### config.mk
export PLATFORM = sky130hd
export DESIGN_NAME = otps_core
export DESIGN_NICKNAME = d
export VERILOG_FILES = /design/src/logic/otps_pkg.sv /design/src/logic/otps_core.sv
export VERILOG_INCLUDE_DIRS = /design/src /design/src/logic
export SDC_FILE = /design/constraint.sdc
export NUM_CORES = 1
export LEC_CHECK = 0
export BUFFER_PORTS_ARGS = -buffer_cell sky130_fd_sc_hd__buf_2
export CAP_MARGIN = 20
export CORE_MARGIN = 2
export CORE_UTILIZATION = 55
export DETAILED_ROUTE_END_ITERATION = 7
export PLACE_DENSITY = 0.79
export SYNTH_ARGS = -nofsm -noshare
export SYNTH_HDL_FRONTEND = slang
export SYNTH_SLANG_ARGS = --single-unit
### constraint.sdc
create_clock -name clock_i -period 4.5 [get_ports clock_i]
set_input_delay 1.125 -clock clock_i [delete_from_list [all_inputs] [get_ports clock_i]]
set_output_delay 1.125 -clock clock_i [all_outputs]
set_load 0.02 [all_outputs]
### src/logic/otps_regs.svh
// Opcodes, status bit positions and reset values for the OTP status block
`ifndef OTPS_REGS_SVH
`define OTPS_REGS_SVH

// -----------------------------------------------------------------------
// Command opcodes
// -----------------------------------------------------------------------
`define OTPS_OP_ENTRY 8'hB1
`define OTPS_OP_EXIT 8'hC1
`define OTPS_OP_STAT_RD 8'h2B
`define OTPS_OP_STAT_WR 8'h2F
`define OTPS_OP_WUNLOCK 8'h06
`define OTPS_OP_PROG 8'h02
`define OTPS_OP_PROG4 8'h38

// -----------------------------------------------------------------------
// Status byte fields
// -----------------------------------------------------------------------
`define OTPS_BIT_FACTORY 0
`define OTPS_BIT_CUST_LOCK 1
`define OTPS_BIT_PROG_PAUSE 2
`define OTPS_BIT_ERASE_PAUSE 3
`define OTPS_BIT_PROG_FAIL 5
`define OTPS_BIT_ERASE_FAIL 6
`define OTPS_STAT_RESET 8'h00
`define OTPS_BITS_PER_BYTE 3'd7

`endif

### src/logic/otps_pkg.sv
// Types shared by the OTP status block
`default_nettype none
package otps_pkg;
  // Frame sequencer, Gray coded along idle, opcode, status
  typedef enum logic [1:0] {
    OTPS_IDLE = 2'b00,
    OTPS_OPCODE = 2'b01,
    OTPS_STATUS = 2'b11,
    OTPS_ARGS = 2'b10
  } otps_state_t;

  // Decoded command handed to the array engine
  typedef struct packed {
    logic valid;
    logic [7:0] opcode;
    logic to_otp;
    logic reject;
  } otps_cmd_t;
endpackage
`default_nettype wire

### src/logic/otps_core.sv
// Side-region mode, security status byte and lock control on the serial link
`timescale 1ns/1ps
`default_nettype none
`include "otps_regs.svh"

module otps_core
  import otps_pkg::*;
#(
  parameter logic [7:0] OP_CFG_WR = 8'h01,
  parameter logic [7:0] OP_CHIP_ER_A = 8'h60,
  parameter logic [7:0] OP_CHIP_ER_B = 8'hC7,
  parameter logic [7:0] OP_BLK_ER = 8'hD8,
  parameter logic [7:0] OP_SEC_ER = 8'h20,
  parameter logic [7:0] OP_HBLK_ER = 8'h52
) (
  input wire logic clock_i,
  input wire logic rst_n_i,
  input wire logic cs_n_i,
  input wire logic sclk_i,
  input wire logic sio0_i,
  output logic so_o,
  output logic so_oe_n_o,
  input wire logic factory_lock_i,
  input wire logic nv_lock_i,
  input wire logic prog_suspend_i,
  input wire logic prog_resume_i,
  input wire logic erase_suspend_i,
  input wire logic erase_resume_i,
  input wire logic prog_done_i,
  input wire logic prog_fail_i,
  input wire logic erase_done_i,
  input wire logic erase_fail_i,
  input wire logic unlock_clr_i,
  output otps_cmd_t cmd_o,
  output logic otp_mode_o,
  output logic unlock_latch_o,
  output logic nv_lock_wr_o,
  output logic [7:0] status_o
);

  // ---------------------------------------------------------------------
  // Decode helpers
  // ---------------------------------------------------------------------
  // Commands barred while the side region is open
  function automatic logic is_barred(input logic [7:0] op);
    is_barred = (op == OP_CFG_WR) || (op == `OTPS_OP_STAT_WR) ||
      (op == OP_CHIP_ER_A) || (op == OP_CHIP_ER_B) ||
      (op == OP_BLK_ER) || (op == OP_SEC_ER) || (op == OP_HBLK_ER);
  endfunction

  // Anything that could alter stored contents
  function automatic logic is_modify(input logic [7:0] op);
    is_modify = is_barred(op) || (op == `OTPS_OP_PROG) ||
      (op == `OTPS_OP_PROG4);
  endfunction

  // ---------------------------------------------------------------------
  // Pin synchronisers
  // ---------------------------------------------------------------------
  logic [2:0] sync1_reg;
  logic [2:0] sync2_reg;
  logic sclk_d_reg;
  logic cs_n_d_reg;

  // Two flops per pin; only sio0 is sampled, upper lines never enter
  always_ff @(posedge clock_i) begin
    if (!rst_n_i) begin
      sync1_reg <= 3'b100; // Idle pins: deselected, clock low
      sync2_reg <= 3'b100; // No false clock edge right after reset
      sclk_d_reg <= 1'b0;
      cs_n_d_reg <= 1'b1;
    end else begin
      sync1_reg <= {cs_n_i, sclk_i, sio0_i};
      sync2_reg <= sync1_reg;
      sclk_d_reg <= sync2_reg[1];
      cs_n_d_reg <= sync2_reg[2];
    end
  end

  wire cs_n_s = sync2_reg[2];
  wire sclk_s = sync2_reg[1];
  wire si_s = sync2_reg[0];
  wire selected = ~cs_n_s;
  wire sclk_rise = selected & sclk_s & ~sclk_d_reg;
  wire sclk_fall = selected & ~sclk_s & sclk_d_reg;
  wire cs_fall = ~cs_n_s & cs_n_d_reg;
  wire cs_rise = cs_n_s & ~cs_n_d_reg;

  // ---------------------------------------------------------------------
  // Bit and byte counting
  // ---------------------------------------------------------------------
  logic [2:0] bit_cnt_reg;
  logic [1:0] byte_cnt_reg;
  logic [7:0] shift_reg;
  logic [7:0] op_reg;

  wire [7:0] opcode_next = {shift_reg[6:0], si_s};
  wire byte_end = sclk_rise & (bit_cnt_reg == `OTPS_BITS_PER_BYTE);
  wire op_done = byte_end & (byte_cnt_reg == 2'd0);
  // Byte count saturates; only "exactly one byte" and "at least one byte" matter here
  wire exact_one = (byte_cnt_reg == 2'd1) && (bit_cnt_reg == 3'd0);
  wire exec = cs_rise & exact_one;
  wire had_op = cs_rise & (byte_cnt_reg != 2'd0);

  // Counters restart on every select (chip select falling) so a stray frame cannot skew them
  always_ff @(posedge clock_i) begin
    if (!rst_n_i || cs_fall) begin
      bit_cnt_reg <= 3'd0;
      byte_cnt_reg <= 2'd0;
      shift_reg <= 8'h00;
    end else if (sclk_rise) begin
      shift_reg <= opcode_next;
      bit_cnt_reg <= bit_cnt_reg + 3'd1;
      if (byte_end && byte_cnt_reg != 2'd3) begin
        byte_cnt_reg <= byte_cnt_reg + 2'd1;
      end
    end
  end

  // Opcode latch
  always_ff @(posedge clock_i) begin
    if (!rst_n_i) begin
      op_reg <= 8'h00;
    end else if (op_done) begin
      op_reg <= opcode_next;
    end
  end

  // ---------------------------------------------------------------------
  // Frame sequencer
  // ---------------------------------------------------------------------
  otps_state_t state_reg;
  otps_state_t state_next;

  // Status read is decoded regardless of busy state
  always_comb begin
    state_next = state_reg;
    case (state_reg)
      OTPS_IDLE: begin
        if (cs_fall) begin
          state_next = OTPS_OPCODE;
        end
      end
      OTPS_OPCODE: begin
        if (cs_n_s) begin
          state_next = OTPS_IDLE;
        end else if (op_done) begin
          state_next = (opcode_next == `OTPS_OP_STAT_RD) ?
            OTPS_STATUS : OTPS_ARGS;
        end
      end
      OTPS_STATUS, OTPS_ARGS: begin
        if (cs_n_s) begin
          state_next = OTPS_IDLE;
        end
      end
      default: state_next = OTPS_IDLE;
    endcase
  end

  always_ff @(posedge clock_i) begin
    if (!rst_n_i) begin
      state_reg <= OTPS_IDLE;
    end else begin
      state_reg <= state_next;
    end
  end

  // ---------------------------------------------------------------------
  // Mode, latch and lock state
  // ---------------------------------------------------------------------
  logic otp_mode_reg;
  logic unlock_latch_reg;
  logic cust_lock_reg;
  logic factory_reg;
  logic strap_done_reg;
  logic nv_wr_reg;

  wire is_entry = exec & (op_reg == `OTPS_OP_ENTRY);
  wire is_exit = exec & (op_reg == `OTPS_OP_EXIT);
  wire is_unlock = exec & (op_reg == `OTPS_OP_WUNLOCK);
  wire wr_frame = had_op & (op_reg == `OTPS_OP_STAT_WR);
  // Honoured only with latch set, outside the side region, not yet locked
  wire lock_ok = exec & (op_reg == `OTPS_OP_STAT_WR) & unlock_latch_reg &
    ~otp_mode_reg & ~cust_lock_reg;
  wire region_locked = cust_lock_reg | factory_reg;

  // Entry and exit only act when the frame held the opcode alone
  always_ff @(posedge clock_i) begin
    if (!rst_n_i) begin
      otp_mode_reg <= 1'b0;
    end else if (is_entry) begin
      otp_mode_reg <= 1'b1;
    end else if (is_exit) begin
      otp_mode_reg <= 1'b0;
    end
  end

  // Latch set wins over any clear arriving in the same cycle
  always_ff @(posedge clock_i) begin
    if (!rst_n_i) begin
      unlock_latch_reg <= 1'b0;
    end else if (is_unlock) begin
      unlock_latch_reg <= 1'b1;
    end else if (wr_frame || unlock_clr_i) begin
      unlock_latch_reg <= 1'b0;
    end
  end

  // Nonvolatile bits are caught once after reset release, never in reset
  always_ff @(posedge clock_i) begin
    if (!rst_n_i) begin
      strap_done_reg <= 1'b0;
      factory_reg <= 1'b0;
    end else if (!strap_done_reg) begin
      strap_done_reg <= 1'b1;
      factory_reg <= factory_lock_i;
    end
  end

  // After the strap load customer lock only moves to one; only reset clears it
  always_ff @(posedge clock_i) begin
    if (!rst_n_i) begin
      cust_lock_reg <= 1'b0;
      nv_wr_reg <= 1'b0;
    end else begin
      nv_wr_reg <= lock_ok;
      if (!strap_done_reg) begin
        cust_lock_reg <= nv_lock_i;
      end else if (lock_ok) begin
        cust_lock_reg <= 1'b1;
      end
    end
  end

  // ---------------------------------------------------------------------
  // Volatile suspend and fail flags
  // ---------------------------------------------------------------------
  logic psus_reg;
  logic esus_reg;
  logic pfail_reg;
  logic efail_reg;

  // Set terms win over clears; flags never feed back into the engine
  always_ff @(posedge clock_i) begin
    if (!rst_n_i) begin
      psus_reg <= 1'b0;
      esus_reg <= 1'b0;
      pfail_reg <= 1'b0;
      efail_reg <= 1'b0;
    end else begin
      psus_reg <= prog_suspend_i | (psus_reg & ~prog_resume_i);
      esus_reg <= erase_suspend_i | (esus_reg & ~erase_resume_i);
      pfail_reg <= prog_fail_i | (pfail_reg & ~prog_done_i);
      efail_reg <= erase_fail_i | (efail_reg & ~erase_done_i);
    end
  end

  // Reserved bits 7 and 4 read as zero
  assign status_o = {1'b0, efail_reg, pfail_reg, 1'b0, esus_reg,
    psus_reg, cust_lock_reg, factory_reg};

  // ---------------------------------------------------------------------
  // Command hand-off
  // ---------------------------------------------------------------------
  otps_cmd_t cmd_reg;
  wire rej_next = otp_mode_reg & (is_barred(opcode_next) |
    (region_locked & is_modify(opcode_next)));

  // Side-region target follows the mode flag at opcode time
  always_ff @(posedge clock_i) begin
    if (!rst_n_i) begin
      cmd_reg <= '0;
    end else begin
      cmd_reg.valid <= op_done;
      if (op_done) begin
        cmd_reg.opcode <= opcode_next;
        cmd_reg.to_otp <= otp_mode_reg;
        cmd_reg.reject <= rej_next;
      end
    end
  end

  // ---------------------------------------------------------------------
  // Status shift-out
  // ---------------------------------------------------------------------
  logic [2:0] out_idx_reg;
  logic so_reg;

  // MSB first on falling edges; index wraps so the byte repeats
  always_ff @(posedge clock_i) begin
    if (!rst_n_i || state_reg != OTPS_STATUS) begin
      out_idx_reg <= 3'd0;
      so_reg <= 1'b0;
    end else if (sclk_fall) begin
      so_reg <= status_o[3'd7 - out_idx_reg];
      out_idx_reg <= out_idx_reg + 3'd1;
    end
  end

  assign so_o = so_reg;
  assign so_oe_n_o = (state_reg != OTPS_STATUS);
  assign cmd_o = cmd_reg;
  assign otp_mode_o = otp_mode_reg;
  assign unlock_latch_o = unlock_latch_reg;
  assign nv_lock_wr_o = nv_wr_reg;
endmodule
`default_nettype wire

==> flow_metrics.env, run 1 <==
export IMPL_async_flop_share=0
export IMPL_critPathBufInv=1
export IMPL_ir_worst_vdd_uv=243
export IMPL_status="completed"
export IMPL_met1_usage=0.251
export IMPL_setup_viol=0
export IMPL_nFillCells=322
export IMPL_ant_nets=0
export IMPL_use_met3=0.0616
export IMPL_cts_tree="yes"
export IMPL_synth_top_family_by_area="simple AND/OR/NAND/NOR gates"
export IMPL_synthMuxAreaShare=0.0299
export IMPL_portBuffers=37
export IMPL_root_buffer="clkbuf_8"
export IMPL_clk_latency_ps=300
export IMPL_crit_slowest_cell="dfxtp_1"
export IMPL_drt_first_iter_violations=100
export IMPL_drc_errors=0
export IMPL_place_area_sq_um=2230
export IMPL_n_antenna_cell=0
export IMPL_max_freq_ghz=0.480
export IMPL_dominantRegCellSynth="dfxtp_1"
export IMPL_worst_slew_pin_slew_ps=719
export IMPL_antenna_found_initial=0
export IMPL_period_needed_ps=2080
export IMPL_grt_pass1_wl_mm=6.73
export IMPL_syn_inst=247
export IMPL_ys_ff_latch=47
export IMPL_place_hpwl_mm=2.80
export IMPL_cap_violations=0
export IMPL_cp_cell_sequence="nand2_1 -> buf_2"
export IMPL_hold_viol=0
export IMPL_p_leak_uw=0.000901
export IMPL_fp_coreArea_sq_um=3660
export IMPL_setup_tns_ps=0
export IMPL_grt_usage=0.200
export IMPL_clockBufferDepth=2
export IMPL_path_clk_slew_ps=80
export IMPL_routedWlPerCell_um=12.3
export IMPL_synth_area_per_cell_sq_um=8.47
export IMPL_cts_max_level=2
export IMPL_grt_pass1_vias=1526
export IMPL_gr_total_overflow=0
export IMPL_synth_fa_ha_area_frac=0.0419
export IMPL_slew_viol_final=0
export IMPL_cp_required_ps=3380
export IMPL_drive_gt1_frac=0.190
export IMPL_synthToLayoutAreaGrowth_pct=11.1
export IMPL_ctsHoldBuffers=0
export IMPL_io_pins=40
export IMPL_cts_resized=0
export IMPL_cp_top_family="flip-flops"
export IMPL_min_period_over_period=0.463
export IMPL_dieWidth_um=65.7
export IMPL_top_usage_layer="met2"
export IMPL_start_util=0.571
export IMPL_synth_compound_area_frac=0.122
export IMPL_largest_reg_flops=11
export IMPL_ys_seq_area_frac=0.450
export IMPL_drt_vias_per_instance=5.33
export IMPL_relSlewSlack=0.520
export IMPL_clock_sinks=47
export IMPL_die_y_um=65.7
export IMPL_crit_type="register to output port"
export IMPL_use_met2=0.323
export IMPL_endpoint_kind="output port"
export IMPL_crit_fanout=7
export IMPL_syn_area_sq_um=2090
export IMPL_via_count=1711
export IMPL_synth_edf_count=0
export IMPL_synth_xor_area_frac=0.0167
export IMPL_synth_cell_types=43
export IMPL_dieArea_sq_um=4310
export IMPL_worstPathArrival_ps=960
export IMPL_cts_setup_buffers=0
export IMPL_hold_path_class="register to register"
export IMPL_power_density_nw_per_um2=306
export IMPL_start_kind="register"
export IMPL_post_route_util=0.635
export IMPL_place_gp_congestion=0.810
export IMPL_critPathMaxStageDelay_ps=430
export IMPL_first_pass_iters=4
export IMPL_rsz0062_at_grt="no"
export IMPL_design_final_nets=295
export IMPL_skew_ps=5.60
export IMPL_yosysWarnings=0
export IMPL_yosys_area_share_simple=0.262
export IMPL_grt_max_degree=19
export IMPL_placementRows=22
export IMPL_numCtsBuffers=5
export IMPL_finalInstanceArea_sq_um=2320
export IMPL_finalWirelength_mm=3.94
==> power breakdown <==
group          internal (uW)  switching, uW
registers                423           5.89
logic                   15.0           21.2
clock network            108            138
==> cell usage after synthesis, types with 3 or more instances <==
library cell	instances	area, sq um
mux2i_1	4	40.0
ha_1	7	87.6
nor2_1	16	60.1
xnor2_1	3	26.3
inv_1	11	41.3
nand2b_1	8	50.1
a21oi_1	28	140
clkbuf_1	11	41.3
nand2_1	45	169
o21ai_0	6	30.0
buf_4	9	67.6
nor3b_1	4	30.0
dfxtp_1	47	941
and2_1	5	31.3
nand3_1	4	20.0
nor4b_1	3	26.3
==> layout by cell type (no fill, tap or decap), types with 4 or more instances in the layout <==
master / n
nor3b_1: 4
o21ai_0: 6
nand3_1: 4
nor2_1: 16
nand2b_1: 8
a21oi_1: 28
mux2i_1: 4
buf_2: 37
inv_1: 11
dfxtp_1: 47
ha_1: 7
and2_1: 5
nand2_1: 45
clkbuf_8: 5
==> worst paths after layout <==
path                             startpoint                       to  slack, ps  cells after the start
setup / recovery  state_reg[1]$_SDFFE_PN0P_                so_oe_n_o       2420                      2
hold / removal      sync1_reg[2]$_SDFF_PN1_  sync2_reg[2]$_SDFF_PN1_        420                      1
setup reg to reg    sync2_reg[2]$_SDFF_PN1_    cmd_o[0]$_SDFFE_PN0P_       2710                      5
hold reg to reg     sync1_reg[2]$_SDFF_PN1_  sync2_reg[2]$_SDFF_PN1_        420                      1
==> layer usage <==
metal	wire length, um	part of all wire
met5	0	0
met4	64	0.016
met3	230	0.058
met2	1810	0.46
met1	1840	0.47
==> worst register-to-register path, cell delays in order (launching register included) <==
cell and delay (ps):
dfxtp_1 380, nor3b_1 210, buf_4 210, nand3_1 380
a211oi_1 360, a311oi_1 130
==> kinds of logic (layout without fill, tap and decap cells) <==
group,Yosys count,in the layout
multiplexers,5,5
buffers and inverters,33,58
AO/OA/AOI/OAI,45,45
XOR/XNOR,4,4
adder cells (fa/ha/maj),7,7
other,1,2
AND/OR/NAND/NOR,105,105
flip-flops,47,47
==> per-stage QoR <==
| step | power, uW | setup WS, ps | hold slack, ps | std cells |
|---|---|---|---|---|
| after global routing | 744 | 2330 | 437 | 321 |
| after detailed placement | 475 | 2190 | 397 | 313 |
| final | 711 | 2420 | 415 | 321 |
| after floorplan | 467 | 2800 | 386 | 248 |
| after CTS | 718 | 2410 | 416 | 321 |
| after global placement | 474 | 2270 | 387 | 313 |
==> final cells by class <==
cell class	count	area, sq um	share of cell area
Clock buffer	5	68.8	0.0296
Clock inverter	3	20.0	0.00862
Inverter	12	45.0	0.0194
Multi-Input combinational cell	168	996	0.429
Sequential cell	47	941	0.405
Tap cell	48	60.1	0.0258
Timing Repair Buffer	38	193	0.0829
(Power assumes the default switching activity.)
==> run 2, diff against run 1 <==
--- a/config.mk
+++ b/config.mk
@@ -6,6 +6,7 @@
 export SDC_FILE = /design/constraint.sdc
 export NUM_CORES = 1
 export LEC_CHECK = 0
+export ABC_AREA = 1
 export BUFFER_PORTS_ARGS = -buffer_cell sky130_fd_sc_hd__buf_2
 export CAP_MARGIN = 20
 export CORE_MARGIN = 2
==> constraint.sdc (replaced) <==
create_clock -name clock_i -period 2.05 [get_ports clock_i]
set_input_delay 0.5125 -clock clock_i [delete_from_list [all_inputs] [get_ports clock_i]]
set_output_delay 0.5125 -clock clock_i [all_outputs]
set_load 0.02 [all_outputs]
==> run 2 against run 1 <==
Effect of this change:
- first-iteration DRC count increased by 21%
- routed wire length rose by 14%
- count of clock-buffer cells in the layout is the same
- die area rose by 6.7%
- setup slack lost 1900 ps
- register-to-register slack worse by 2200 ps
- power increased by 150%
- final cell count is 21% higher
==> flow_metrics.env, run 2 <==
export IMPL_clkPwrFrac=0.396
export IMPL_n_antenna_cell=0
export IMPL_whs_endpoint="sync1_reg[0]$_SDFF_PN0_"
export IMPL_cp_required_ps=2300
export IMPL_die_y_um=67.8
export IMPL_crit_path_frequent_cell="nand2_1"
export IMPL_max_freq_ghz=0.635
export IMPL_critPathMaxStageDelay_ps=360
export IMPL_clk_latency_ps=310
export IMPL_power_density_nw_per_um2=704
export IMPL_path_clk_slew_ps=90
export IMPL_clock_sinks=47
export IMPL_grt_pass1_wl_mm=7.07
export IMPL_nFillCells=359
export IMPL_dominantRegCellSynth="dfxtp_1"
export IMPL_place_gp_congestion=0.912
export IMPL_rr_worst_depth=8
export IMPL_crit_slowest_cell="dfxtp_1"
export IMPL_cts_max_level=2
export IMPL_hold_path_class="input port to register"
export IMPL_ir_worst_vdd_uv=419
export IMPL_drt_vias_per_instance=4.95
export IMPL_hold_depth=3
export IMPL_portBuffers=37
export IMPL_p_leak_uw=0.00114
export IMPL_grt_usage=0.208
export IMPL_worstPathArrival_ps=1820
export IMPL_endpoint_kind="register"
export IMPL_rsz0062_at_grt="no"
export IMPL_post_synth_top_count_cell="nand2_1"
export IMPL_slew_viol_final=0
export IMPL_synth_area_leaders="dfxtp_1 (42%), nand2_1 (10%), inv_1 (8.0%), nor2_1 (6.7%), a21oi_1 (5.1%)"
export IMPL_root_buffer="clkbuf_8"
export IMPL_layout_common_cells="nand2_1 (61), inv_1 (48), dfxtp_1 (47)"
export IMPL_p_int_uw=1340
export IMPL_synth_top_area_share=0.420
export IMPL_ys_top_cells_by_count="nand2_1 (61), inv_1 (48), dfxtp_1 (47)"
export IMPL_ctsHoldBuffers=0
export IMPL_yosysWarnings=0
export IMPL_place_detailed_instances=382
export IMPL_async_flop_share=0
export IMPL_antenna_found_initial=0
export IMPL_min_period_over_period=0.768
export IMPL_start_kind="register"
export IMPL_rrSetupSlack_ps=480
export IMPL_ys_seq_area_frac=0.420
export IMPL_design_final_nets=362
export IMPL_r2r_end="state_reg[0]$_SDFFE_PN0P_"
export IMPL_crit_fanout=20
export IMPL_grt_max_degree=22
export IMPL_place_hpwl_mm=3.41
export IMPL_cts_tree="yes"
export IMPL_finalWirelength_mm=4.51
export IMPL_fp_coreArea_sq_um=3970
export IMPL_setup_viol=0
export IMPL_placementRows=23
export IMPL_dieWidth_um=67.8
export IMPL_setup_tns_ps=0
export IMPL_status="completed"
export IMPL_hold_start="sio0_i"
export IMPL_timing_rr_start="bit_cnt_reg[0]$_SDFFE_PP0P_"
export IMPL_synth_area_per_cell_sq_um=7.28
export IMPL_cap_violations=0
export IMPL_via_count=1931
export IMPL_largest_reg_flops=11
export IMPL_grt_pass1_vias=1559
export IMPL_p_total_uw=1760
export IMPL_instances_no_fill=390
export IMPL_cts_resized=0
export IMPL_synth_edf_count=0
export IMPL_skew_ps=13.7
export IMPL_drt_first_iter_violations=121
export IMPL_first_pass_iters=4
export IMPL_crit_type="register to register"
export IMPL_period_needed_ps=1570
export IMPL_start_util=0.564
export IMPL_routedWlPerCell_um=11.6
export IMPL_io_pins=40
export IMPL_ys_ff_latch=47
export IMPL_dieArea_sq_um=4600
export IMPL_clockBufferDepth=2
export IMPL_cts_setup_buffers=0
export IMPL_layout_commonest_cell="nand2_1"
export IMPL_p_sw_frac=0.236
export IMPL_switching_power_uw=415
export IMPL_drive_gt1_frac=0.182
export IMPL_synth_cell_types=29
export IMPL_syn_area_sq_um=2240
export IMPL_drc_errors=0
export IMPL_power_frac_comb=0.064
export IMPL_synthToLayoutAreaGrowth_pct=11.3
export IMPL_numCtsBuffers=5
export IMPL_seqPwrFrac=0.540
export IMPL_ant_nets=0
export IMPL_yosys_area_top_type="dfxtp_1"
export IMPL_cp_cell_sequence="ha_1 -> ha_1 -> nand3_2 -> nand2_1 -> nand3_1 -> nand2_1 -> nand2_1 -> nor2_1"
export IMPL_syn_inst=308
export IMPL_gr_total_overflow=0
export IMPL_hold_viol=0
## run 2: cell count changes after synthesis, sizes merged, moves of 7 or more
| cell | change |
|---|---|
| a211oi | +9 |
| inv | +39 |
| nand3 | +11 |
| clkbuf | -10 |
| nand2 | +18 |
| o21ai | +8 |
| nand2b | -8 |
| nor2 | +25 |
| nor3 | +7 |
## run 2: area by class of cell
cell class,instances,area [sq um],share of cell area
flip-flops and latches,47,941,0.377
clock inverters,3,46.3,0.0186
clock buffers,5,68.8,0.0276
multi-input cells,196,987,0.396
inverters,50,188,0.0753
repair buffers,39,200,0.0803
well taps,50,62.6,0.0251
## run 2: layer usage
metal / GRT usage / vias to the layer above / share of wire
met1: 0.277 / 847 / 0.47
met4: 0.0775 / 0 / 0.0062
li1: - / 1026 / -
met5: 0 / - / 0
met3: 0.0559 / 5 / 0.065
met2: 0.325 / 53 / 0.46
## run 2: worst max-delay path, delay by kind of cell, from the launching register on
kind,cells,cell delay [ps]
AND/OR/NAND/NOR,6,840
flip-flops,1,360
adder cells (fa/ha/maj),2,330
## run 2: cell families after synthesis
kind of cell	count (synthesis)	synth area share
adder cells (fa/ha/maj)	7	0.0391
AND/OR/NAND/NOR	136	0.268
AO/OA/AOI/OAI	51	0.130
flip-flops	47	0.420
buffers and inverters	66	0.141
other	1	0.00167
## run 2: power groups by stage
stage	combinational [uW]	sequential, uW	clock [uW]
final	113	949	695
after global routing	126	952	743
after CTS	113	949	706
after detailed placement	111	970	0
after global placement	110	970	0
after floorplan	90.8	966	0
## run 2: metrics by stage
step	instance area, sq um	util	setup WS, ps	hold slack, ps
after floorplan	2240	-	812	390
after global placement	2380	0.599	539	398
after detailed placement	2380	0.599	507	401
after CTS	2490	0.628	503	380
after global routing	2490	0.628	350	380
final	2490	0.628	476	380
## run 2: worst max-delay path by stage
| stage | start | endpoint |
|---|---|---|
| 3_5_place_dp | rst_n_i | sync2_reg[2]$_SDFF_PN1_ |
| 2_1_floorplan | bit_cnt_reg[0]$_SDFFE_PP0P_ | cmd_o[5]$_SDFFE_PN0P_ |
| 4_1_cts | bit_cnt_reg[0]$_SDFFE_PP0P_ | state_reg[0]$_SDFFE_PN0P_ |
| 3_3_place_gp | rst_n_i | sync2_reg[2]$_SDFF_PN1_ |
| 5_1_grt | bit_cnt_reg[0]$_SDFFE_PP0P_ | state_reg[0]$_SDFFE_PN0P_ |
| 6_report | bit_cnt_reg[0]$_SDFFE_PP0P_ | state_reg[0]$_SDFFE_PN0P_ |
==> run 3, diff against run 2 <==
--- a/config.mk
+++ b/config.mk
@@ -6,13 +6,13 @@
 export SDC_FILE = /design/constraint.sdc
 export NUM_CORES = 1
 export LEC_CHECK = 0
-export ABC_AREA = 1
+export ABC_AREA = 0
 export BUFFER_PORTS_ARGS = -buffer_cell sky130_fd_sc_hd__buf_2
 export CAP_MARGIN = 20
 export CORE_MARGIN = 2
-export CORE_UTILIZATION = 55
+export CORE_UTILIZATION = 54
 export DETAILED_ROUTE_END_ITERATION = 7
-export PLACE_DENSITY = 0.79
+export PLACE_DENSITY = 0.78
 export SYNTH_ARGS = -nofsm -noshare
 export SYNTH_HDL_FRONTEND = slang
 export SYNTH_SLANG_ARGS = --single-unit
==> constraint.sdc (replaced) <==
create_clock -name clock_i -period 1.45 [get_ports clock_i]
set_input_delay 0.3625 -clock clock_i [delete_from_list [all_inputs] [get_ports clock_i]]
set_output_delay 0.3625 -clock clock_i [all_outputs]
set_load 0.02 [all_outputs]
==> run 3 against run 2 <==
Effect of this change:
- the flow now finishes with violations (setup timing)
- flip-flop and latch count unchanged
- final cell count shrank 7.4%
- setup slack got worse by 660 ps
- cell area is 16% higher
- count of clock-buffer cells in the layout increased by 1
- clock skew decreased by 1.9 ps
- critical path type unchanged
- critical endpoint is now cust_lock_reg$_SDFFE_PN0P_
- largest cell class unchanged
- largest power group unchanged
==> flow_metrics.env, run 3 (same netlist as run 1, synthesis figures left out) <==
export IMPL_period_needed_ps=1630
export IMPL_grt_usage=0.229
export IMPL_endpoint_kind="register"
export IMPL_critPathBufInv=2
export IMPL_skew_ps=11.9
export IMPL_hold_start="cs_n_i"
export IMPL_critPathMaxStageDelay_ps=560
export IMPL_whs_endpoint="sync1_reg[2]$_SDFF_PN1_"
export IMPL_place_area_sq_um=2530
export IMPL_start_util=0.567
export IMPL_min_period_over_period=1.12
export IMPL_cts_max_level=2
export IMPL_cp_cell_sequence="inv_2 -> ha_4 -> nand3b_1 -> buf_6 -> or4_4 -> a31oi_1"
export IMPL_hold_path_class="input port to register"
export IMPL_design_final_nets=336
export IMPL_dieWidth_um=66.2
export IMPL_cts_tree="yes"
export IMPL_instances_no_fill=361
export IMPL_timing_rr_start="byte_cnt_reg[1]$_SDFFE_PP0P_"
export IMPL_gr_total_overflow=0
export IMPL_io_pins=40
export IMPL_numCtsBuffers=5
export IMPL_path_clk_slew_ps=80
export IMPL_first_pass_iters=4
export IMPL_p_sw_frac=0.213
export IMPL_finalInstanceArea_sq_um=2890
export IMPL_synthToLayoutAreaGrowth_pct=38.3
export IMPL_rsz0062_at_grt="yes"
export IMPL_ir_worst_vdd_uv=668
export IMPL_worstPathArrival_ps=1860
export IMPL_switching_power_uw=509
export IMPL_power_density_nw_per_um2=826
export IMPL_finalWirelength_mm=5.58
export IMPL_grt_pass1_wl_mm=7.66
export IMPL_crit_fanout=2
export IMPL_drc_errors=0
export IMPL_hold_depth=2
export IMPL_dieArea_sq_um=4390
export IMPL_drt_first_iter_violations=160
export IMPL_r2r_end="cust_lock_reg$_SDFFE_PN0P_"
export IMPL_placementRows=22
export IMPL_hold_viol=0
export IMPL_final_seq_area_sq_um=963
export IMPL_cp_top_family="simple AND/OR/NAND/NOR gates"
export IMPL_via_count=1978
export IMPL_cap_violations=0
export IMPL_whs_ps=253
export IMPL_p_int_uw=1880
export IMPL_die_y_um=66.2
export IMPL_place_gp_congestion=0.853
export IMPL_ctsHoldBuffers=0
export IMPL_n_antenna_cell=0
export IMPL_crit_slowest_cell="or4_4"
export IMPL_portBuffers=37
export IMPL_p_leak_uw=0.00118
export IMPL_drt_vias_per_instance=5.48
export IMPL_clk_latency_ps=300
export IMPL_rr_worst_depth=6
export IMPL_grt_pass1_vias=1694
export IMPL_antenna_found_initial=0
export IMPL_power_frac_comb=0.060
export IMPL_cp_required_ps=1680
export IMPL_setup_viol=5
export IMPL_status="finished with violations"
export IMPL_ant_nets=0
export IMPL_place_detailed_instances=350
export IMPL_clock_sinks=47
export IMPL_place_ws_ps=-168
export IMPL_largest_reg_flops=11
export IMPL_layout_common_cells="nand2_1 (43), buf_2 (38), buf_4 (36)"
export IMPL_rrSetupSlack_ps=-180
export IMPL_clockBufferDepth=2
export IMPL_layout_commonest_cell="nand2_1"
export IMPL_root_buffer="clkbuf_8"
export IMPL_crit_type="register to register"
export IMPL_routedWlPerCell_um=15.5
export IMPL_max_freq_ghz=0.613
export IMPL_place_hpwl_mm=3.30
export IMPL_violations="setup timing"
export IMPL_start_kind="register"
export IMPL_fp_coreArea_sq_um=3690
export IMPL_multi_input_area_sq_um=1200
export IMPL_slew_viol_final=0
export IMPL_grt_max_degree=16
export IMPL_clkPwrFrac=0.384
export IMPL_setup_ws_ps=-181
export IMPL_nFillCells=247
export IMPL_seqPwrFrac=0.556
export IMPL_drive_gt1_frac=0.428
## run 3: how the worst max path moves through the flow
stage / start / to / slack (ps) / cells past startpoint
final: byte_cnt_reg[1]$_SDFFE_PP0P_ / cust_lock_reg$_SDFFE_PN0P_ / -180 / 6
after CTS: bit_cnt_reg[0]$_SDFFE_PP0P_ / unlock_latch_o$_SDFFE_PN0P_ / -170 / 6
after global routing: bit_cnt_reg[0]$_SDFFE_PP0P_ / nv_lock_wr_o$_SDFF_PN0_ / -220 / 6
after global placement: byte_cnt_reg[1]$_SDFFE_PP0P_ / unlock_latch_o$_SDFFE_PN0P_ / -120 / 6
after detailed placement: byte_cnt_reg[1]$_SDFFE_PP0P_ / unlock_latch_o$_SDFFE_PN0P_ / -170 / 6
after floorplan: cmd_o[6]$_SDFFE_PN0P_ / cust_lock_reg$_SDFFE_PN0P_ / -120 / 3
## run 3: cell type report
cell class / count / share of cell area
sequential: 47 / 0.333
multi-input combinational: 168 / 0.417
clock buffer: 6 / 0.0251
clock inverter: 1 / 0.0104
tap: 48 / 0.0208
timing repair buffer: 79 / 0.179
inverter: 12 / 0.0156
## run 3: per-layer routing
layer	track usage	vias up	share of wire	wire length (um)
met1	0.271	914	0.41	2260
met5	0	-	0	0
met2	0.396	82	0.49	2760
li1	-	955	-	-
met3	0.0579	27	0.052	289
met4	0.0842	0	0.048	266
## run 3: power groups by stage
stage	combinational (uW)	clock, uW	sequential, uW
2_1_floorplan	95.6	0	1350
3_3_place_gp	127	0	1360
3_5_place_dp	129	0	1360
4_1_cts	131	928	1330
5_1_grt	157	1010	1330
6_report	143	917	1330
## run 3: through the flow
step	power [uW]	utilization	TNS, ps
3_3_place_gp	1480	0.685	-471
4_1_cts	2390	0.727	-509
6_report	2390	0.784	-518
2_1_floorplan	1450	-	-339
5_1_grt	2500	0.784	-1220
3_5_place_dp	1490	0.685	-732
## run 3: repair_timing
item / in CTS / in global routing
endpoints found under the setup margin: 12 / 17
pin swaps: 7 / 17
gates resized for setup: 11 / 44
buffers inserted: 2 / 1
endpoints found under the hold margin: 0 / 0
gates cloned: 0 / 1
